<file path="src/pkg/ccwd_pkg.sv">
// Constants and types for the codec control word decoder
package ccwd_pkg;

  // ==========================================================
  // Control word layout
  localparam int WORD_W = 16;
  localparam int CTL_BIT = 15;
  localparam int RW_BIT = 14;
  localparam int DEV_HI = 13;
  localparam int DEV_LO = 11;
  localparam int RADR_HI = 10;
  localparam int RADR_LO = 8;
  localparam int DATA_HI = 7;

  // ==========================================================
  // Register addresses
  localparam logic [2:0] ADR_SERIAL = 3'h0;
  localparam logic [2:0] ADR_CLOCK = 3'h1;
  localparam logic [2:0] ADR_POWER = 3'h2;
  localparam logic [2:0] ADR_GAIN = 3'h3;
  localparam logic [2:0] ADR_DAC = 3'h4;
  localparam logic [2:0] ADR_TAP = 3'h5;
  localparam logic [2:0] DEV_SELF = 3'h0;
  localparam logic [7:0] REG_RESET = 8'h00;
  localparam logic [7:0] SERIAL_WMASK = 8'h7f;
  localparam logic [7:0] POWER_WMASK = 8'h7f;

  // ==========================================================
  // Field positions
  localparam int RUN_BIT = 0;
  localparam int MIXED_BIT = 1;
  localparam int DLOOP_BIT = 2;
  localparam int SLOOP_BIT = 3;
  localparam int CASC_LO = 4;
  localparam int CASC_HI = 6;
  localparam int SWRST_BIT = 7;
  localparam int RATE_LO = 0;
  localparam int RATE_HI = 1;
  localparam int SCLK_LO = 2;
  localparam int SCLK_HI = 3;
  localparam int MDIV_LO = 4;
  localparam int MDIV_HI = 6;
  localparam int ECHO_BIT = 7;
  localparam int PWR_ALL_BIT = 0;
  localparam int PWR_TAP_BIT = 1;
  localparam int PWR_AMP_BIT = 2;
  localparam int PWR_ADC_BIT = 3;
  localparam int PWR_DAC_BIT = 4;
  localparam int PWR_REF_BIT = 5;
  localparam int REF_PIN_BIT = 6;
  localparam int IGAIN_LO = 0;
  localparam int IGAIN_HI = 2;
  localparam int MODRST_BIT = 3;
  localparam int OGAIN_LO = 4;
  localparam int OGAIN_HI = 6;
  localparam int QUIET_BIT = 7;
  localparam int ADV_LO = 0;
  localparam int ADV_HI = 4;
  localparam int BYPASS_BIT = 5;
  localparam int DTAP_BIT = 6;
  localparam int TEST_BIT = 7;
  localparam int COEF_LO = 0;
  localparam int COEF_HI = 4;
  localparam int SINGLE_BIT = 5;
  localparam int FLIP_BIT = 6;
  localparam int LOOP_OUT_BIT = 7;

  // ==========================================================
  // Timing
  localparam int SYS_PER_MCLK = 2;
  localparam logic [2:0] RESET_DIVIDED_MASTER_CLOCK = 3'h4;
  localparam logic [3:0] SCLK_BASE = 4'h8;
  localparam logic [11:0] RATE_BASE = 12'h800;

  // ==========================================================
  // Types
  typedef struct packed {
    logic [7:0] tap;
    logic [7:0] dac;
    logic [7:0] gain;
    logic [7:0] power;
    logic [7:0] clock;
    logic [7:0] serial;
  } ccwd_regs_t;

  typedef struct packed {
    logic run_mode_select;
    logic mixed_mode_on;
    logic digital_loopback;
    logic serial_port_loopback;
    logic [2:0] cascade_count;
    logic [1:0] sample_rate_sel;
    logic [1:0] serial_clock_sel;
    logic [2:0] master_divide_sel;
    logic control_echo_on;
    logic global_power_on;
    logic analog_tap_power;
    logic input_amp_power;
    logic adc_power;
    logic dac_power;
    logic reference_power;
    logic reference_pin_drive;
    logic [2:0] input_gain_sel;
    logic modulator_reset;
    logic [2:0] output_gain_sel;
    logic output_mute;
    logic [4:0] dac_advance;
    logic interpolator_bypass;
    logic digital_tap_enable;
    logic test_mode_on;
    logic [4:0] analog_tap_coef;
    logic single_ended_input;
    logic analog_tap_enable;
    logic input_polarity_flip;
    logic analog_loopback;
    logic analog_tap_mute;
  } ccwd_ctl_t;

  typedef enum logic [1:0] {
    RX_IDLE = 2'b01,
    RX_SHIFT = 2'b10
  } ccwd_rx_t;

  typedef enum logic [1:0] {
    TX_IDLE = 2'b01,
    TX_SHIFT = 2'b10
  } ccwd_tx_t;

endpackage : ccwd_pkg

</file>
<file path="src/rtl/ccwd_decoder.sv">
// Control word decoder and control register bank of one codec channel
`timescale 1ns/10ps
`default_nettype none
module ccwd_decoder #(
  parameter int SYS_PER_MCLK = ccwd_pkg::SYS_PER_MCLK
) (
  input wire logic clk_sys,
  input wire logic srst,
  input wire logic areset_n,
  input wire logic rx_data,
  input wire logic rx_frame,
  output logic ser_clk,
  output logic tx_data,
  output logic tx_frame,
  output wire ccwd_pkg::ccwd_ctl_t ctl,
  output logic [15:0] dac_word,
  output logic dac_valid,
  output logic sample_tick,
  output wire logic reset_busy
);

  // ==========================================================
  // Parameter check
  if (SYS_PER_MCLK < 2 || SYS_PER_MCLK > 1024 || (SYS_PER_MCLK % 2) != 0) begin : g_chk
    $error("SYS_PER_MCLK must be even and within 2..1024");
  end

  ccwd_pkg::ccwd_regs_t regs_reg;

  // ==========================================================
  // Pin synchronisers
  logic [2:0] pin_s1_reg;
  logic [2:0] pin_s2_reg;
  logic hw_rst;
  logic rx_data_s;
  logic rx_frame_s;

  always_ff @(posedge clk_sys) begin
    if (srst) begin
      pin_s1_reg <= 3'h0;
      pin_s2_reg <= 3'h0;
    end else begin
      pin_s1_reg <= {areset_n, rx_data, rx_frame};
      pin_s2_reg <= pin_s1_reg;
    end
  end

  assign hw_rst = ~pin_s2_reg[2];
  assign rx_data_s = pin_s2_reg[1];
  assign rx_frame_s = pin_s2_reg[0];

  // ==========================================================
  // Clock dividers
  // clk_sys stands for the master clock pin at SYS_PER_MCLK cycles per period,
  // so even the fastest serial clock keeps a true high and low phase.
  logic [2:0] mdiv_sel;
  logic [2:0] m_ratio;
  logic [3:0] sclk_ratio;
  logic [11:0] rate_div;
  logic [15:0] dm_per;
  logic [15:0] sclk_per;
  logic [15:0] sclk_half;
  logic [15:0] dm_cnt_reg;
  logic [15:0] sclk_cnt_reg;
  logic [11:0] rate_cnt_reg;
  logic dm_en;
  logic rise_en;
  logic fall_en;
  logic sw_rst_req;

  assign mdiv_sel = regs_reg.clock[ccwd_pkg::MDIV_HI:ccwd_pkg::MDIV_LO];

  always_comb begin
    m_ratio = 3'h1;
    if (mdiv_sel >= 3'h1 && mdiv_sel <= 3'h4) begin
      m_ratio = mdiv_sel + 3'h1;
    end
  end

  assign sclk_ratio = ccwd_pkg::SCLK_BASE >> regs_reg.clock[ccwd_pkg::SCLK_HI:ccwd_pkg::SCLK_LO];
  assign rate_div = ccwd_pkg::RATE_BASE >> regs_reg.clock[ccwd_pkg::RATE_HI:ccwd_pkg::RATE_LO];
  assign dm_per = 16'(SYS_PER_MCLK * int'(m_ratio));
  assign sclk_per = 16'(SYS_PER_MCLK * int'(m_ratio) * int'(sclk_ratio));
  assign sclk_half = sclk_per >> 1;
  assign dm_en = dm_cnt_reg >= dm_per - 16'h1;
  assign rise_en = sclk_cnt_reg >= sclk_per - 16'h1;
  assign fall_en = sclk_cnt_reg == sclk_half - 16'h1;

  always_ff @(posedge clk_sys) begin
    if (srst || dm_en || hw_rst || sw_rst_req) begin // Restart: reset spans four whole ticks
      dm_cnt_reg <= 16'h0;
    end else begin
      dm_cnt_reg <= dm_cnt_reg + 16'h1;
    end
  end

  always_ff @(posedge clk_sys) begin
    if (srst || rise_en) begin
      sclk_cnt_reg <= 16'h0;
    end else begin
      sclk_cnt_reg <= sclk_cnt_reg + 16'h1;
    end
  end

  always_ff @(posedge clk_sys) begin
    if (srst) begin
      ser_clk <= 1'b1;
    end else if (rise_en) begin
      ser_clk <= 1'b1;
    end else if (fall_en) begin
      ser_clk <= 1'b0;
    end
  end

  always_ff @(posedge clk_sys) begin
    if (srst) begin
      rate_cnt_reg <= 12'h0;
      sample_tick <= 1'b0;
    end else begin
      sample_tick <= 1'b0;
      if (dm_en) begin
        if (rate_cnt_reg >= rate_div - 12'h1) begin
          rate_cnt_reg <= 12'h0;
          sample_tick <= 1'b1;
        end else begin
          rate_cnt_reg <= rate_cnt_reg + 12'h1;
        end
      end
    end
  end

  // ==========================================================
  // Reset sequencer
  logic [2:0] rst_cnt_reg;

  always_ff @(posedge clk_sys) begin
    if (srst || hw_rst || sw_rst_req) begin
      rst_cnt_reg <= ccwd_pkg::RESET_DIVIDED_MASTER_CLOCK;
    end else if (dm_en && rst_cnt_reg != 3'h0) begin
      rst_cnt_reg <= rst_cnt_reg - 3'h1;
    end
  end

  assign reset_busy = rst_cnt_reg != 3'h0;

  // ==========================================================
  // Receive shifter
  ccwd_pkg::ccwd_rx_t rx_state_reg;
  logic [15:0] rx_sh_reg;
  logic [3:0] rx_cnt_reg;
  logic [15:0] rx_word;
  logic word_done;

  assign rx_word = {rx_sh_reg[14:0], rx_data_s};
  assign word_done = fall_en && rx_state_reg == ccwd_pkg::RX_SHIFT && rx_cnt_reg == 4'hf;

  always_ff @(posedge clk_sys) begin
    if (srst || reset_busy) begin
      rx_state_reg <= ccwd_pkg::RX_IDLE;
      rx_sh_reg <= 16'h0;
      rx_cnt_reg <= 4'h0;
    end else if (fall_en) begin
      case (rx_state_reg)
        ccwd_pkg::RX_IDLE: begin
          if (rx_frame_s) begin
            rx_state_reg <= ccwd_pkg::RX_SHIFT;
            rx_cnt_reg <= 4'h0;
          end
        end
        ccwd_pkg::RX_SHIFT: begin
          rx_sh_reg <= rx_word;
          rx_cnt_reg <= rx_cnt_reg + 4'h1;
          if (rx_cnt_reg == 4'hf) begin
            rx_state_reg <= ccwd_pkg::RX_IDLE;
          end
        end
        default: begin
          rx_state_reg <= ccwd_pkg::RX_IDLE;
        end
      endcase
    end
  end

  // ==========================================================
  // Word decode
  logic run_mode;
  logic mixed;
  logic is_ctl;
  logic is_data;
  logic hit;
  logic do_write;
  logic do_read;
  logic [2:0] dev;
  logic [2:0] radr;
  logic [7:0] rd_val;
  logic [15:0] tx_load;
  logic tx_req;

  assign run_mode = regs_reg.serial[ccwd_pkg::RUN_BIT];
  assign mixed = regs_reg.serial[ccwd_pkg::MIXED_BIT];
  assign dev = rx_word[ccwd_pkg::DEV_HI:ccwd_pkg::DEV_LO];
  assign radr = rx_word[ccwd_pkg::RADR_HI:ccwd_pkg::RADR_LO];

  always_comb begin
    // Plain data mode refuses every control word until srst or a pin reset
    is_ctl = word_done && rx_word[ccwd_pkg::CTL_BIT] && (!run_mode || mixed);
    is_data = word_done && ((run_mode && !mixed) || (mixed && !rx_word[ccwd_pkg::CTL_BIT]));
    hit = is_ctl && dev == ccwd_pkg::DEV_SELF;
    do_write = hit && !rx_word[ccwd_pkg::RW_BIT];
    do_read = hit && rx_word[ccwd_pkg::RW_BIT];
    sw_rst_req = do_write && radr == ccwd_pkg::ADR_SERIAL && rx_word[ccwd_pkg::SWRST_BIT];
    if (radr == ccwd_pkg::ADR_SERIAL) begin
      rd_val = regs_reg.serial;
    end else if (radr == ccwd_pkg::ADR_CLOCK) begin
      rd_val = regs_reg.clock;
    end else if (radr == ccwd_pkg::ADR_POWER) begin
      rd_val = regs_reg.power;
    end else if (radr == ccwd_pkg::ADR_GAIN) begin
      rd_val = regs_reg.gain;
    end else if (radr == ccwd_pkg::ADR_DAC) begin
      rd_val = regs_reg.dac;
    end else if (radr == ccwd_pkg::ADR_TAP) begin
      rd_val = regs_reg.tap;
    end else begin
      rd_val = ccwd_pkg::REG_RESET;
    end
    tx_req = 1'b1;
    if (is_ctl && !hit) begin
      tx_load = {rx_word[15:14], dev - 3'h1, rx_word[10:0]};
    end else if (do_read) begin
      tx_load = {rx_word[15:8], rd_val};
    end else if (do_write && regs_reg.clock[ccwd_pkg::ECHO_BIT]) begin
      tx_load = rx_word;
    end else if (is_data && regs_reg.serial[ccwd_pkg::SLOOP_BIT]) begin
      tx_load = rx_word;
    end else begin
      tx_load = 16'h0;
      tx_req = 1'b0;
    end
  end

  // ==========================================================
  // Register bank
  // Writes land on the serial clock fall that completes the word.
  always_ff @(posedge clk_sys) begin
    if (srst || reset_busy) begin
      regs_reg <= {6{ccwd_pkg::REG_RESET}};
    end else if (do_write && !sw_rst_req) begin
      if (radr == ccwd_pkg::ADR_SERIAL) begin
        regs_reg.serial <= rx_word[ccwd_pkg::DATA_HI:0] & ccwd_pkg::SERIAL_WMASK;
      end else if (radr == ccwd_pkg::ADR_CLOCK) begin
        regs_reg.clock <= rx_word[ccwd_pkg::DATA_HI:0];
      end else if (radr == ccwd_pkg::ADR_POWER) begin
        regs_reg.power <= rx_word[ccwd_pkg::DATA_HI:0] & ccwd_pkg::POWER_WMASK;
      end else if (radr == ccwd_pkg::ADR_GAIN) begin
        regs_reg.gain <= rx_word[ccwd_pkg::DATA_HI:0];
      end else if (radr == ccwd_pkg::ADR_DAC) begin
        regs_reg.dac <= rx_word[ccwd_pkg::DATA_HI:0];
      end else if (radr == ccwd_pkg::ADR_TAP) begin
        regs_reg.tap <= rx_word[ccwd_pkg::DATA_HI:0];
      end
      // Other addresses fall through untouched
    end
  end

  // ==========================================================
  // Data word path
  always_ff @(posedge clk_sys) begin
    if (srst) begin
      dac_word <= 16'h0;
      dac_valid <= 1'b0;
    end else begin
      dac_valid <= is_data;
      if (is_data) begin
        dac_word <= rx_word;
      end
    end
  end

  // ==========================================================
  // Transmit shifter
  // One pending slot only: a second reply before the first starts
  // replaces it, which the cascade protocol never provokes.
  ccwd_pkg::ccwd_tx_t tx_state_reg;
  logic [15:0] tx_pend_reg;
  logic tx_pend_vld_reg;
  logic [15:0] tx_sh_reg;
  logic [4:0] tx_cnt_reg;
  logic tx_start;

  assign tx_start = rise_en && tx_state_reg == ccwd_pkg::TX_IDLE && tx_pend_vld_reg && !reset_busy;

  always_ff @(posedge clk_sys) begin
    if (srst || reset_busy) begin
      tx_pend_reg <= 16'h0;
      tx_pend_vld_reg <= 1'b0;
    end else if (tx_req) begin
      tx_pend_reg <= tx_load;
      tx_pend_vld_reg <= 1'b1;
    end else if (tx_start) begin
      tx_pend_vld_reg <= 1'b0;
    end
  end

  always_ff @(posedge clk_sys) begin
    if (srst) begin
      tx_state_reg <= ccwd_pkg::TX_IDLE;
      tx_sh_reg <= 16'h0;
      tx_cnt_reg <= 5'h0;
      tx_frame <= 1'b0;
      tx_data <= 1'b0;
    end else if (rise_en) begin
      case (tx_state_reg)
        ccwd_pkg::TX_IDLE: begin
          tx_data <= 1'b0;
          tx_frame <= tx_start;
          if (tx_start) begin
            tx_sh_reg <= tx_pend_reg;
            tx_cnt_reg <= 5'(ccwd_pkg::WORD_W);
            tx_state_reg <= ccwd_pkg::TX_SHIFT;
          end
        end
        ccwd_pkg::TX_SHIFT: begin
          tx_frame <= 1'b0;
          tx_data <= tx_sh_reg[15];
          tx_sh_reg <= {tx_sh_reg[14:0], 1'b0};
          tx_cnt_reg <= tx_cnt_reg - 5'h1;
          if (tx_cnt_reg == 5'h1) begin
            tx_state_reg <= ccwd_pkg::TX_IDLE;
          end
        end
        default: begin
          tx_state_reg <= ccwd_pkg::TX_IDLE;
        end
      endcase
    end
  end

  // ==========================================================
  // Field outputs
  assign ctl.run_mode_select = regs_reg.serial[ccwd_pkg::RUN_BIT];
  assign ctl.mixed_mode_on = regs_reg.serial[ccwd_pkg::MIXED_BIT];
  assign ctl.digital_loopback = regs_reg.serial[ccwd_pkg::DLOOP_BIT];
  assign ctl.serial_port_loopback = regs_reg.serial[ccwd_pkg::SLOOP_BIT];
  assign ctl.cascade_count = regs_reg.serial[ccwd_pkg::CASC_HI:ccwd_pkg::CASC_LO];
  assign ctl.sample_rate_sel = regs_reg.clock[ccwd_pkg::RATE_HI:ccwd_pkg::RATE_LO];
  assign ctl.serial_clock_sel = regs_reg.clock[ccwd_pkg::SCLK_HI:ccwd_pkg::SCLK_LO];
  assign ctl.master_divide_sel = mdiv_sel;
  assign ctl.control_echo_on = regs_reg.clock[ccwd_pkg::ECHO_BIT];
  assign ctl.global_power_on = regs_reg.power[ccwd_pkg::PWR_ALL_BIT];
  assign ctl.analog_tap_power = regs_reg.power[ccwd_pkg::PWR_TAP_BIT];
  assign ctl.input_amp_power = regs_reg.power[ccwd_pkg::PWR_AMP_BIT];
  assign ctl.adc_power = regs_reg.power[ccwd_pkg::PWR_ADC_BIT];
  assign ctl.dac_power = regs_reg.power[ccwd_pkg::PWR_DAC_BIT];
  assign ctl.reference_power = regs_reg.power[ccwd_pkg::PWR_REF_BIT];
  assign ctl.reference_pin_drive = regs_reg.power[ccwd_pkg::REF_PIN_BIT];
  assign ctl.input_gain_sel = regs_reg.gain[ccwd_pkg::IGAIN_HI:ccwd_pkg::IGAIN_LO];
  assign ctl.modulator_reset = regs_reg.gain[ccwd_pkg::MODRST_BIT];
  assign ctl.output_gain_sel = regs_reg.gain[ccwd_pkg::OGAIN_HI:ccwd_pkg::OGAIN_LO];
  assign ctl.output_mute = regs_reg.gain[ccwd_pkg::QUIET_BIT];
  assign ctl.dac_advance = regs_reg.dac[ccwd_pkg::ADV_HI:ccwd_pkg::ADV_LO];
  assign ctl.interpolator_bypass = regs_reg.dac[ccwd_pkg::BYPASS_BIT];
  assign ctl.digital_tap_enable = regs_reg.dac[ccwd_pkg::DTAP_BIT];
  assign ctl.test_mode_on = regs_reg.dac[ccwd_pkg::TEST_BIT];
  assign ctl.analog_tap_coef = regs_reg.tap[ccwd_pkg::COEF_HI:ccwd_pkg::COEF_LO];
  assign ctl.single_ended_input = regs_reg.tap[ccwd_pkg::SINGLE_BIT];
  assign ctl.analog_tap_enable = regs_reg.tap[ccwd_pkg::SINGLE_BIT];
  assign ctl.input_polarity_flip = regs_reg.tap[ccwd_pkg::FLIP_BIT];
  assign ctl.analog_loopback = regs_reg.tap[ccwd_pkg::LOOP_OUT_BIT];
  assign ctl.analog_tap_mute = regs_reg.tap[ccwd_pkg::LOOP_OUT_BIT];

endmodule : ccwd_decoder
`default_nettype wire

</file>
<file path="config.mk">
export PLATFORM = sky130hd
export DESIGN_NAME = ccwd_decoder
export DESIGN_NICKNAME = d
export VERILOG_FILES = /design/src/pkg/ccwd_pkg.sv /design/src/rtl/ccwd_decoder.sv
export SDC_FILE = /design/constraint.sdc
export NUM_CORES = 1
export LEC_CHECK = 0
export BUFFER_PORTS_ARGS = -buffer_cell sky130_fd_sc_hd__buf_4
export CAP_MARGIN = 20
export CORE_UTILIZATION = 54
export DETAILED_ROUTE_END_ITERATION = 16
export GPL_TIMING_DRIVEN = 0
export PLACE_DENSITY = 0.81
export SLEW_MARGIN = 20
export SYNTH_ARGS = -nofsm -noshare
export SYNTH_HDL_FRONTEND = slang
export SYNTH_SLANG_ARGS = --single-unit
</file>
<file path="constraint.sdc">
create_clock -name clk_sys -period 5.8 [get_ports clk_sys]
set_input_delay 0.29 -clock clk_sys [delete_from_list [all_inputs] [get_ports clk_sys]]
set_output_delay 0.29 -clock clk_sys [all_outputs]
set_load 0.005 [all_outputs]
</file>
== After elaboration in Yosys (flattened, before gate mapping) ==
Index checks and enable logic that the tools add are counted.
W data, S select, Z words.
Storage, ports and cells
  register bits: 181
  latch bits: 0
  RAM bits: 0
  ROM bits: 0
  input port bits: 5
  output and inout bits: 70
  memories kept: 0
Operators by class
  $add $sub $neg: 12
  multipliers: 1
  div/mod/pow operators: 0
  magnitude comparators: 5
  equal/unequal tests: 16
  shift operators: 2
  multiplexer cells: 33
  bitwise logic cells: 7
  reduce and logical (&&, ||, !) cells: 57
Operators by type and width (count)
  $mux W16: 5
  $mux W8: 6
  $add A16 B1 Y16 const B: 2
  $ge A16 B16 Y1: 2
  $pmux W16 S2: 1
  $logic_and A1 B1 Y1: 21
  $eq A16 B16 Y1: 1
  $reduce_and A3 Y1: 5
  $add A12 B1 Y12 const B: 1
  $ge A12 B12 Y1: 1
  $mux W12: 1
  $shr A12 B2 Y12 const A: 1
  $sub A12 B1 Y12 const B: 1
  $pmux W5 S2: 1
  $logic_or A1 B1 Y1: 9
  $sub A8 B1 Y9 const B: 1
  $mux W2: 4
  $pmux W2 S2: 2
  $pmux W4 S2: 1
  $sub A7 B1 Y8 const B: 1
  $logic_not A1 Y1: 7
  $mul A3 B4 Y7: 1
  $mux W1: 7
  $not A1 Y1: 7
  30 further kinds: 44

== Depth between registers and ports, before layout ==
Gate-level depths: netlist of the first run.
  word-level depth: 17
  mapped depth: 25
  mapped depth without buffers: 23

== Worst setup path before layout of the first run ==
OpenSTA, ideal clock, no wires.
  kind: reg2reg
  start: register regs_reg, in the netlist ctl[34]
  end: register tx_pend_reg[15]
  arrival time: 5.893 ns
  slack: -0.220 ns
  stages on the path, launching flop included: 23
  clock period less this slack: 6.020 ns
  cells stage by stage: dfxtp_1 > clkbuf_1 > inv_1 > ha_1 > o211ai_1 > or3b_2 > fa_1 > inv_1 > ha_1 > inv_1 > fa_1 > clkbuf_1 > nand3_1 > or4_1 > ha_1 > nand4_1 > nor2_1 > nand4_1 > a2111oi_4 > nor3b_4 > buf_6 > mux2i_1 > nor2_1
On the way
  longest elaborated chain between the ends: 16
  elaborated cells on any way between the ends: 28
  those cells by class: add/sub: 2; mul: 1; order compare: 2; eq/ne: 1; mux: 9; reduce/logical: 13
Ends and longest elaborated chain
  start, declared: RTL line ccwd_decoder.sv:28  | ccwd_pkg::ccwd_regs_t regs_reg;
  start signal, assigned: RTL line ccwd_decoder.sv:247  | regs_reg <= {6{ccwd_pkg::REG_RESET}};
  $ge A3 B1 Y1 / $le A3 B3 Y1 (equally long branches): RTL line ccwd_decoder.sv:75  | if (mdiv_sel >= 3'h1 && mdiv_sel <= 3'h4) begin
  $logic_and A1 B1 Y1: RTL line ccwd_decoder.sv:75
  $mux W3 (*): RTL line ccwd_decoder.sv:75
  $mul A3 B4 Y7 (*): RTL line ccwd_decoder.sv:83  | assign sclk_per = 16'(SYS_PER_MCLK * int'(m_ratio) * int'(sclk_ratio));
  $sub A7 B1 Y8 (*): RTL line ccwd_decoder.sv:87  | assign fall_en = sclk_cnt_reg == sclk_half - 16'h1;
  $eq A16 B16 Y1 (*): RTL line ccwd_decoder.sv:87
  $logic_and A1 B1 Y1 (*) (2 in series): RTL line ccwd_decoder.sv:155  | assign word_done = fall_en && rx_state_reg == ccwd_pkg::RX_SHIFT && rx_cnt_reg == 4'hf;
  $logic_and A1 B1 Y1 (2 in series): RTL line ccwd_decoder.sv:206  | is_ctl = word_done && rx_word[ccwd_pkg::CTL_BIT] && (!run_mode || mixed);
  $logic_and A1 B1 Y1: RTL line ccwd_decoder.sv:208  | hit = is_ctl && dev == ccwd_pkg::DEV_SELF;
  $logic_and A1 B1 Y1: RTL line ccwd_decoder.sv:209  | do_write = hit && !rx_word[ccwd_pkg::RW_BIT];
  $logic_and A1 B1 Y1: RTL line ccwd_decoder.sv:232  | end else if (do_write && regs_reg.clock[ccwd_pkg::ECHO_BIT]) begin
  $mux W16 / $mux W1 (equally long branches): RTL line ccwd_decoder.sv:232
  $mux W16 / $mux W1 (equally long branches): RTL line ccwd_decoder.sv:230  | end else if (do_read) begin
  $mux W16 / $mux W1 (equally long branches): RTL line ccwd_decoder.sv:228  | if (is_ctl && !hit) begin
  end signal, assigned: RTL line ccwd_decoder.sv:298  | tx_pend_reg <= tx_load;
  end, declared: RTL line ccwd_decoder.sv:285  | logic [15:0] tx_pend_reg;
Mark *: on every way between the ends. The rest lies on a longest branch, timed or not.
A chain may end at the register's enable or synchronous reset.

== Worst setup path after layout of the first run ==
  start: register regs_reg, in the netlist ctl[34]
  end: register regs_reg, in the netlist ctl[37]
On the way
  longest elaborated chain between the ends: 17
  elaborated cells on any way between the ends: 19
  those cells by class: add/sub: 2; mul: 1; order compare: 2; eq/ne: 1; mux: 1; reduce/logical: 12
Ends and longest elaborated chain
  $ge A3 B1 Y1 / $le A3 B3 Y1 (equally long branches): RTL line ccwd_decoder.sv:75
  $logic_and A1 B1 Y1: RTL line ccwd_decoder.sv:75
  $mux W3 (*): RTL line ccwd_decoder.sv:75
  $mul A3 B4 Y7 (*): RTL line ccwd_decoder.sv:83
  $sub A7 B1 Y8 (*): RTL line ccwd_decoder.sv:87
  $eq A16 B16 Y1 (*): RTL line ccwd_decoder.sv:87
  $logic_and A1 B1 Y1 (*) (2 in series): RTL line ccwd_decoder.sv:155
  $logic_and A1 B1 Y1 (*) (2 in series): RTL line ccwd_decoder.sv:206
  $logic_and A1 B1 Y1 (*): RTL line ccwd_decoder.sv:208
  $logic_and A1 B1 Y1 (*): RTL line ccwd_decoder.sv:209
  $logic_and A1 B1 Y1 (2 in series): RTL line ccwd_decoder.sv:211  | sw_rst_req = do_write && radr == ccwd_pkg::ADR_SERIAL && rx_word[ccwd_pkg::SWRST_BIT];
  $logic_not A1 Y1: RTL line ccwd_decoder.sv:248  | end else if (do_write && !sw_rst_req) begin
  $logic_and A1 B1 Y1 (*): RTL line ccwd_decoder.sv:248
  $reduce_and A3 Y1 (no source line) (*)
Marked as above.

==> flow_summary.toml, run 1 <==
[cts]
numClockSinks = 181
clk_latency_ps = 440
cts.path.max_buffers = 2
clk_pin_slew_worst_paths_ps = 70
cts-root-buf = "clkbuf_16"
cts_tree = "done"
cts_buffers = 17
postCtsHoldBufs = 0
cts_max_level = 4

[placed_design]
place.gp.congestion = 0.8612
io_buffers = 73
dp_hpwl_mm = 15.91
dp.cells = 1319

[grt]
grt_pass1_vias = 7449
grt_max_degree = 19
grt_pass1_wl_mm = 37.64
overflow = 0
grt_util_all_layers_pct = 26.79
antenna_found_initial = 0

[sta]
worst_pin_slew_ps = 895.8
rsz0062_at_grt = "yes"
relSlewSlack_pct = 40.06
drv_slew = 0
hold_viol_final = 0
fmax_ghz = 0.1673
tns_ps = -2773
finalSetupViolations = 56
finalCriticalPeriod_ps = 5978
post-route-period-util_pct = 103.1
setup_ws_ps = -177.7
fin_worst_skew_ps = 10.36

[drt]
dr.pass1.iters = 10
wl_mm = 24.99
vias = 8006
drtIter0Drc = 678
drtAntennaViolNets = 0
wl_per_cell_microns = 18.07
drc = 0
avgViaCountPerCell = 5.789

[yosys]
yosysSeqAreaShare_pct = 39.21
synth-main-ff-cell = "dfxtp_1"
mappedNetlistArea_sq_mm = 0.009240
syn_nets = 1086
synth_top_area_share_pct = 39.21
synth_edf_count = 0
synthArstFlopShare_pct = 0
synth_common_cells = "nor2_1, dfxtp_1, mux2i_1"
yosys_warnings = 0
ys_ff_latch = 181
synth_top_area_cell = "dfxtp_1"
synth_cell_type_count = 73
synth_area_leaders = "dfxtp_1, mux2i_1, nor2_1"
avgSynthCellArea_sq_um = 9.006
synth_most_common_cell = "nor2_1"
syn_inst = 1026

[critical_path]
ff2ff_setup_slack_ps = -180
slowest_stage = "or4_4"
endpoint = "ctl[37]"
slowest_delay_ps = 690
cp_data_required_time_ps = 6090
r2r_cells = 25
rr_endpoint = "ctl[37]"
critical_path.max_fanout = 8
critPathLaunchType = "flip-flop"
r2r-start = "ctl[34]"
crit_path_end_kind = "flip-flop"
crit_top_cell = "ha_4"
worstPathArrival_ps = 6270
crit_path_start = "ctl[34]"
path_class = "flip-flop to flip-flop"

[cells_and_area]
multi_input_area_sq_mm = 0.005635
nNetsFinal = 1211
largest_reg_flops = 46
regArea_sq_mm = 0.003631
drive_above_1_share_pct = 20.55
fill_cells = 1212
syn2layout_area_growth_pct = 23.97
n_antenna_cell = 0
finalNonFillerCells = 1383

[die]
initial_core_util_pct = 55.52
dieArea_sq_mm = 0.01764
coreArea_sq_mm = 0.01664
die_h_microns = 132.8
die_x_microns = 132.8
std_cell_rows = 47
ioPinCount = 75

[outcome]
status = "complete, but fails checks"
violations = "setup timing"

[hold_path]
hold_path.class = "primary input to flip-flop"

[power_and_ir_drop]
peakVddDrop_uv = 231.7
leakage_uw = 0.004465
power.density_mw_per_mm2 = 213.4
power_uw = 2445

[job]
timing.max_cap.violations = 0
==> metal layers <==
metal  track usage, %  wire length, microns  vias to the layer above
met5                0                     0                        -
met1            34.91                 10550                     3781
met2            42.93                 11950                      336
li1                 -                     -                     3815
met3            4.981                  1682                       74
met4            12.26                   811                        0
==> layout make-up <==
cell class	count	area share, %
Inverter	32	1.070
Clock inverter	14	1.376
Tap cell	220	2.403
Buffer	58	2.742
Timing Repair Buffer	110	7.799
Clock buffer	17	3.714
Multi-Input combinational cell	751	49.20
Sequential cell	181	31.70
==> worst max-delay path: cells and delay by family, from the launching register on <==
family,cells,cell delay (ps)
muxes,1,220
DFF,1,350
and+or+nand+nor,9,2100
AOI/OAI and AO/OA,2,550
buffers and inverters,7,1010
adders and majority gates,5,1410
xor gates and xnor gates,1,190
==> layout by cell type (no fill, tap or decap), types with 7 or more instances in the layout <==
master     instances
o21ai_2            7
inv_1             27
nor3_1            14
a21oi_2            8
mux2i_1          117
xnor2_1           36
o21ai_0           12
and3_1            12
buf_6             14
nor2b_1           19
a21oi_1           31
nand2b_1           9
nand4_1           10
a211oi_1          23
nand3_1           29
ha_4              11
clkbuf_1          36
buf_4            103
ha_1              41
nand2_1           33
nor2_1           193
dfxtp_1          179
clkbuf_16         18
xor2_1            22
==> metrics by stage <==
| step | worst slack [ps] | utilization [%] | area, sq um | hold slack, ps |
|---|---|---|---|---|
| floorplan | 42.74 | - | 9251 | 413.8 |
| CTS | -27.82 | 66.53 | 11070 | 67.99 |
| finish | -177.7 | 68.83 | 11450 | 73.68 |
| global placement | -755.6 | 60.54 | 10070 | 419.3 |
| detailed placement | -902.0 | 60.54 | 10070 | 430.7 |
| global route | -309.2 | 68.83 | 11450 | 75.37 |
==> how the worst min path moves through the flow <==
stage,startpoint,endpoint,slack (ps),cells after the start
floorplan,pin_s1_reg[0],pin_s2_reg[0],410,1
global placement,pin_s1_reg[1],pin_s2_reg[1],420,1
detailed placement,pin_s1_reg[2],pin_s2_reg[2],430,1
CTS,rx_frame,pin_s1_reg[0],70,2
global route,areset_n,pin_s1_reg[2],80,2
finish,rx_frame,pin_s1_reg[0],70,2
==> repair_timing <==
item                       CTS  global route
gates cloned                 0             4
buffers inserted            19            14
setup endpoints to repair  162           157
resized for setup           47            87
pin swaps                   18            23
==> kinds of logic after synthesis <==
logic type,share of synthesized area [%]
DFF,39.21
AOI/OAI and AO/OA,10.09
and+or+nand+nor,19.61
adders and majority gates,7.691
buffers and inverters,4.279
muxes,13.45
xor gates and xnor gates,5.674
==> power by group <==
group	total [uW]	switching [uW]	internal, uW
Combinational	38.5	25.6	12.9
Sequential	1250	5.16	1250
Clock	1160	544	611
Total	2440	575	1870
Power figures use the tool's default switching activity.
==> run 2, diff against run 1 <==
--- a/config.mk
+++ b/config.mk
@@ -11,6 +11,7 @@
 export DETAILED_ROUTE_END_ITERATION = 16
 export GPL_TIMING_DRIVEN = 0
 export PLACE_DENSITY = 0.81
+export SETUP_SLACK_MARGIN = 0.05
 export SLEW_MARGIN = 20
 export SYNTH_ARGS = -nofsm -noshare
 export SYNTH_HDL_FRONTEND = slang
==> flow_summary.toml, run 2 (synthesis results as in run 1) <==
[outcome]
status = "complete, but fails checks"
violations = "capacitance limit, slew limit, setup timing"

[sta]
finalSetupViolations = 16
hold_viol_final = 0
drv_slew = 1
finalCriticalPeriod_ps = 5857
post-route-period-util_pct = 101.0
fmax_ghz = 0.1708
relSlewSlack_pct = -0.08664
worst_hold_slack_ps = 61.13
rsz0062_at_grt = "yes"
fin_worst_skew_ps = 15.85
setup_ws_ps = -56.51
worst_pin_slew_ps = 1490

[cells_and_area]
drive_above_1_share_pct = 20.31
largest_reg_flops = 46
syn2layout_area_growth_pct = 25.28
nNetsFinal = 1224
final_common_cell = "nor2_1"
n_antenna_cell = 0
most-common-layout-cells = "nor2_1, dfxtp_1, mux2i_1, buf_4, ha_1"

[job]
timing.max_cap.violations = 1

[die]
die_h_microns = 132.8
initial_core_util_pct = 55.52
std_cell_rows = 47
dieArea_sq_mm = 0.01764
die_x_microns = 132.8
ioPinCount = 75
coreArea_sq_mm = 0.01664

[critical_path]
cp_num_buf_inv = 8
slowest_delay_ps = 690
critical_path.max_fanout = 8
crit_path_end_kind = "flip-flop"
critPathLaunchType = "flip-flop"
cp_data_required_time_ps = 6110
crit_top_cell = "buf_4"
worstPathArrival_ps = 6160
slowest_stage = "or4_4"
cp_top_family = "simple AND/OR/NAND/NOR gates"
path_class = "flip-flop to flip-flop"

[cts]
numClockSinks = 181
cts-root-buf = "clkbuf_16"
postCtsHoldBufs = 0
clk_latency_ps = 440
clk_pin_slew_worst_paths_ps = 70
cts_buffers = 17
cts_tree = "done"
cts_max_level = 4
cts.path.max_buffers = 2

[drt]
drc = 0
drtAntennaViolNets = 0
avgViaCountPerCell = 5.855
vias = 8180
wl_mm = 24.85
dr.pass1.iters = 6
drtIter0Drc = 717
wl_per_cell_microns = 17.79

[grt]
grt_pass1_wl_mm = 38.12
grt_util_all_layers_pct = 27.13
antenna_found_initial = 0
grt_max_degree = 20
grt-busiest-layer = "met2"
met3_usage_pct = 4.636
gr-usage-met2_pct = 45.32
grt_pass1_vias = 7681
gr-usage-met1_pct = 35.08
overflow = 0

[power_and_ir_drop]
leakage_uw = 0.004578
peakVddDrop_uv = 219.8
power.density_mw_per_mm2 = 211.5

[placed_design]
dp_hpwl_mm = 15.63
dp_slack_ps = -769.8
place.gp.congestion = 0.9403
io_buffers = 73

[hold_path]
hold_path.class = "primary input to flip-flop"
[run 2: changes by cell type in the layout (fill, tap and decap cells not counted), moves of 4 or more]
cell	change
inv_6	-4
o21ai_2	-6
buf_4	+9
clkinv_8	+4
buf_6	+7
a21oi_2	-6
a21oi_1	+4
[run 2: final cells by class]
cell class,count,area [sq um]
multi-input combinational,751,5618
fill,1175,5066
sequential,181,3631
timing repair buffer,122,996.0
clock buffer,18,439.2
buffer,59,330.3
tap,220,275.3
clock inverter,14,163.9
inverter,32,122.6
[run 2: per-stage QoR]
stage	cell area [sq um]	utilization (%)	cells	power, uW	TNS, ps
3_5_place_dp	10080	60.54	1319	1316	-82680
3_3_place_gp	10080	60.54	1319	1315	-68000
4_1_cts	11160	67.08	1378	2449	0
2_1_floorplan	9253	-	1026	1303	0
5_1_grt	11580	69.56	1397	2507	-12960
6_report	11580	69.56	1397	2448	-375.5
[run 2: path summary, 6_finish.rpt]
path                                    start             to  slack [ps]  cells after the start
worst min-delay path                  rx_data  pin_s1_reg[1]          60                      2
worst min register to register  pin_s1_reg[1]  pin_s2_reg[1]         440                      1
worst max-delay path                  ctl[34]    dac_word[9]         -60                     25
worst max register to register        ctl[34]    dac_word[9]         -60                     25
[run 2: where the power goes]
part	leakage (uW)	internal [uW]	total, uW	switching [uW]
Clock	0.000283	589	1160	568
Sequential	0.00146	1250	1250	5.17
Combinational	0.00283	14.4	39.9	25.5
Total	0.00458	1850	2450	598
[run 2: repair_timing]
| item | in CTS | in global routing |
|---|---|---|
| buffers inserted | 26 | 19 |
| gates resized for setup | 53 | 87 |
| gates cloned | 1 | 3 |
| setup endpoints to repair | 162 | 160 |
| pin swaps | 20 | 32 |
[run 2: metal layers]
metal | wire [microns] | share of wire, %
met3 | 1633 | 6.6
met5 | 0 | 0
met4 | 713 | 2.9
met2 | 11800 | 47
met1 | 10700 | 43
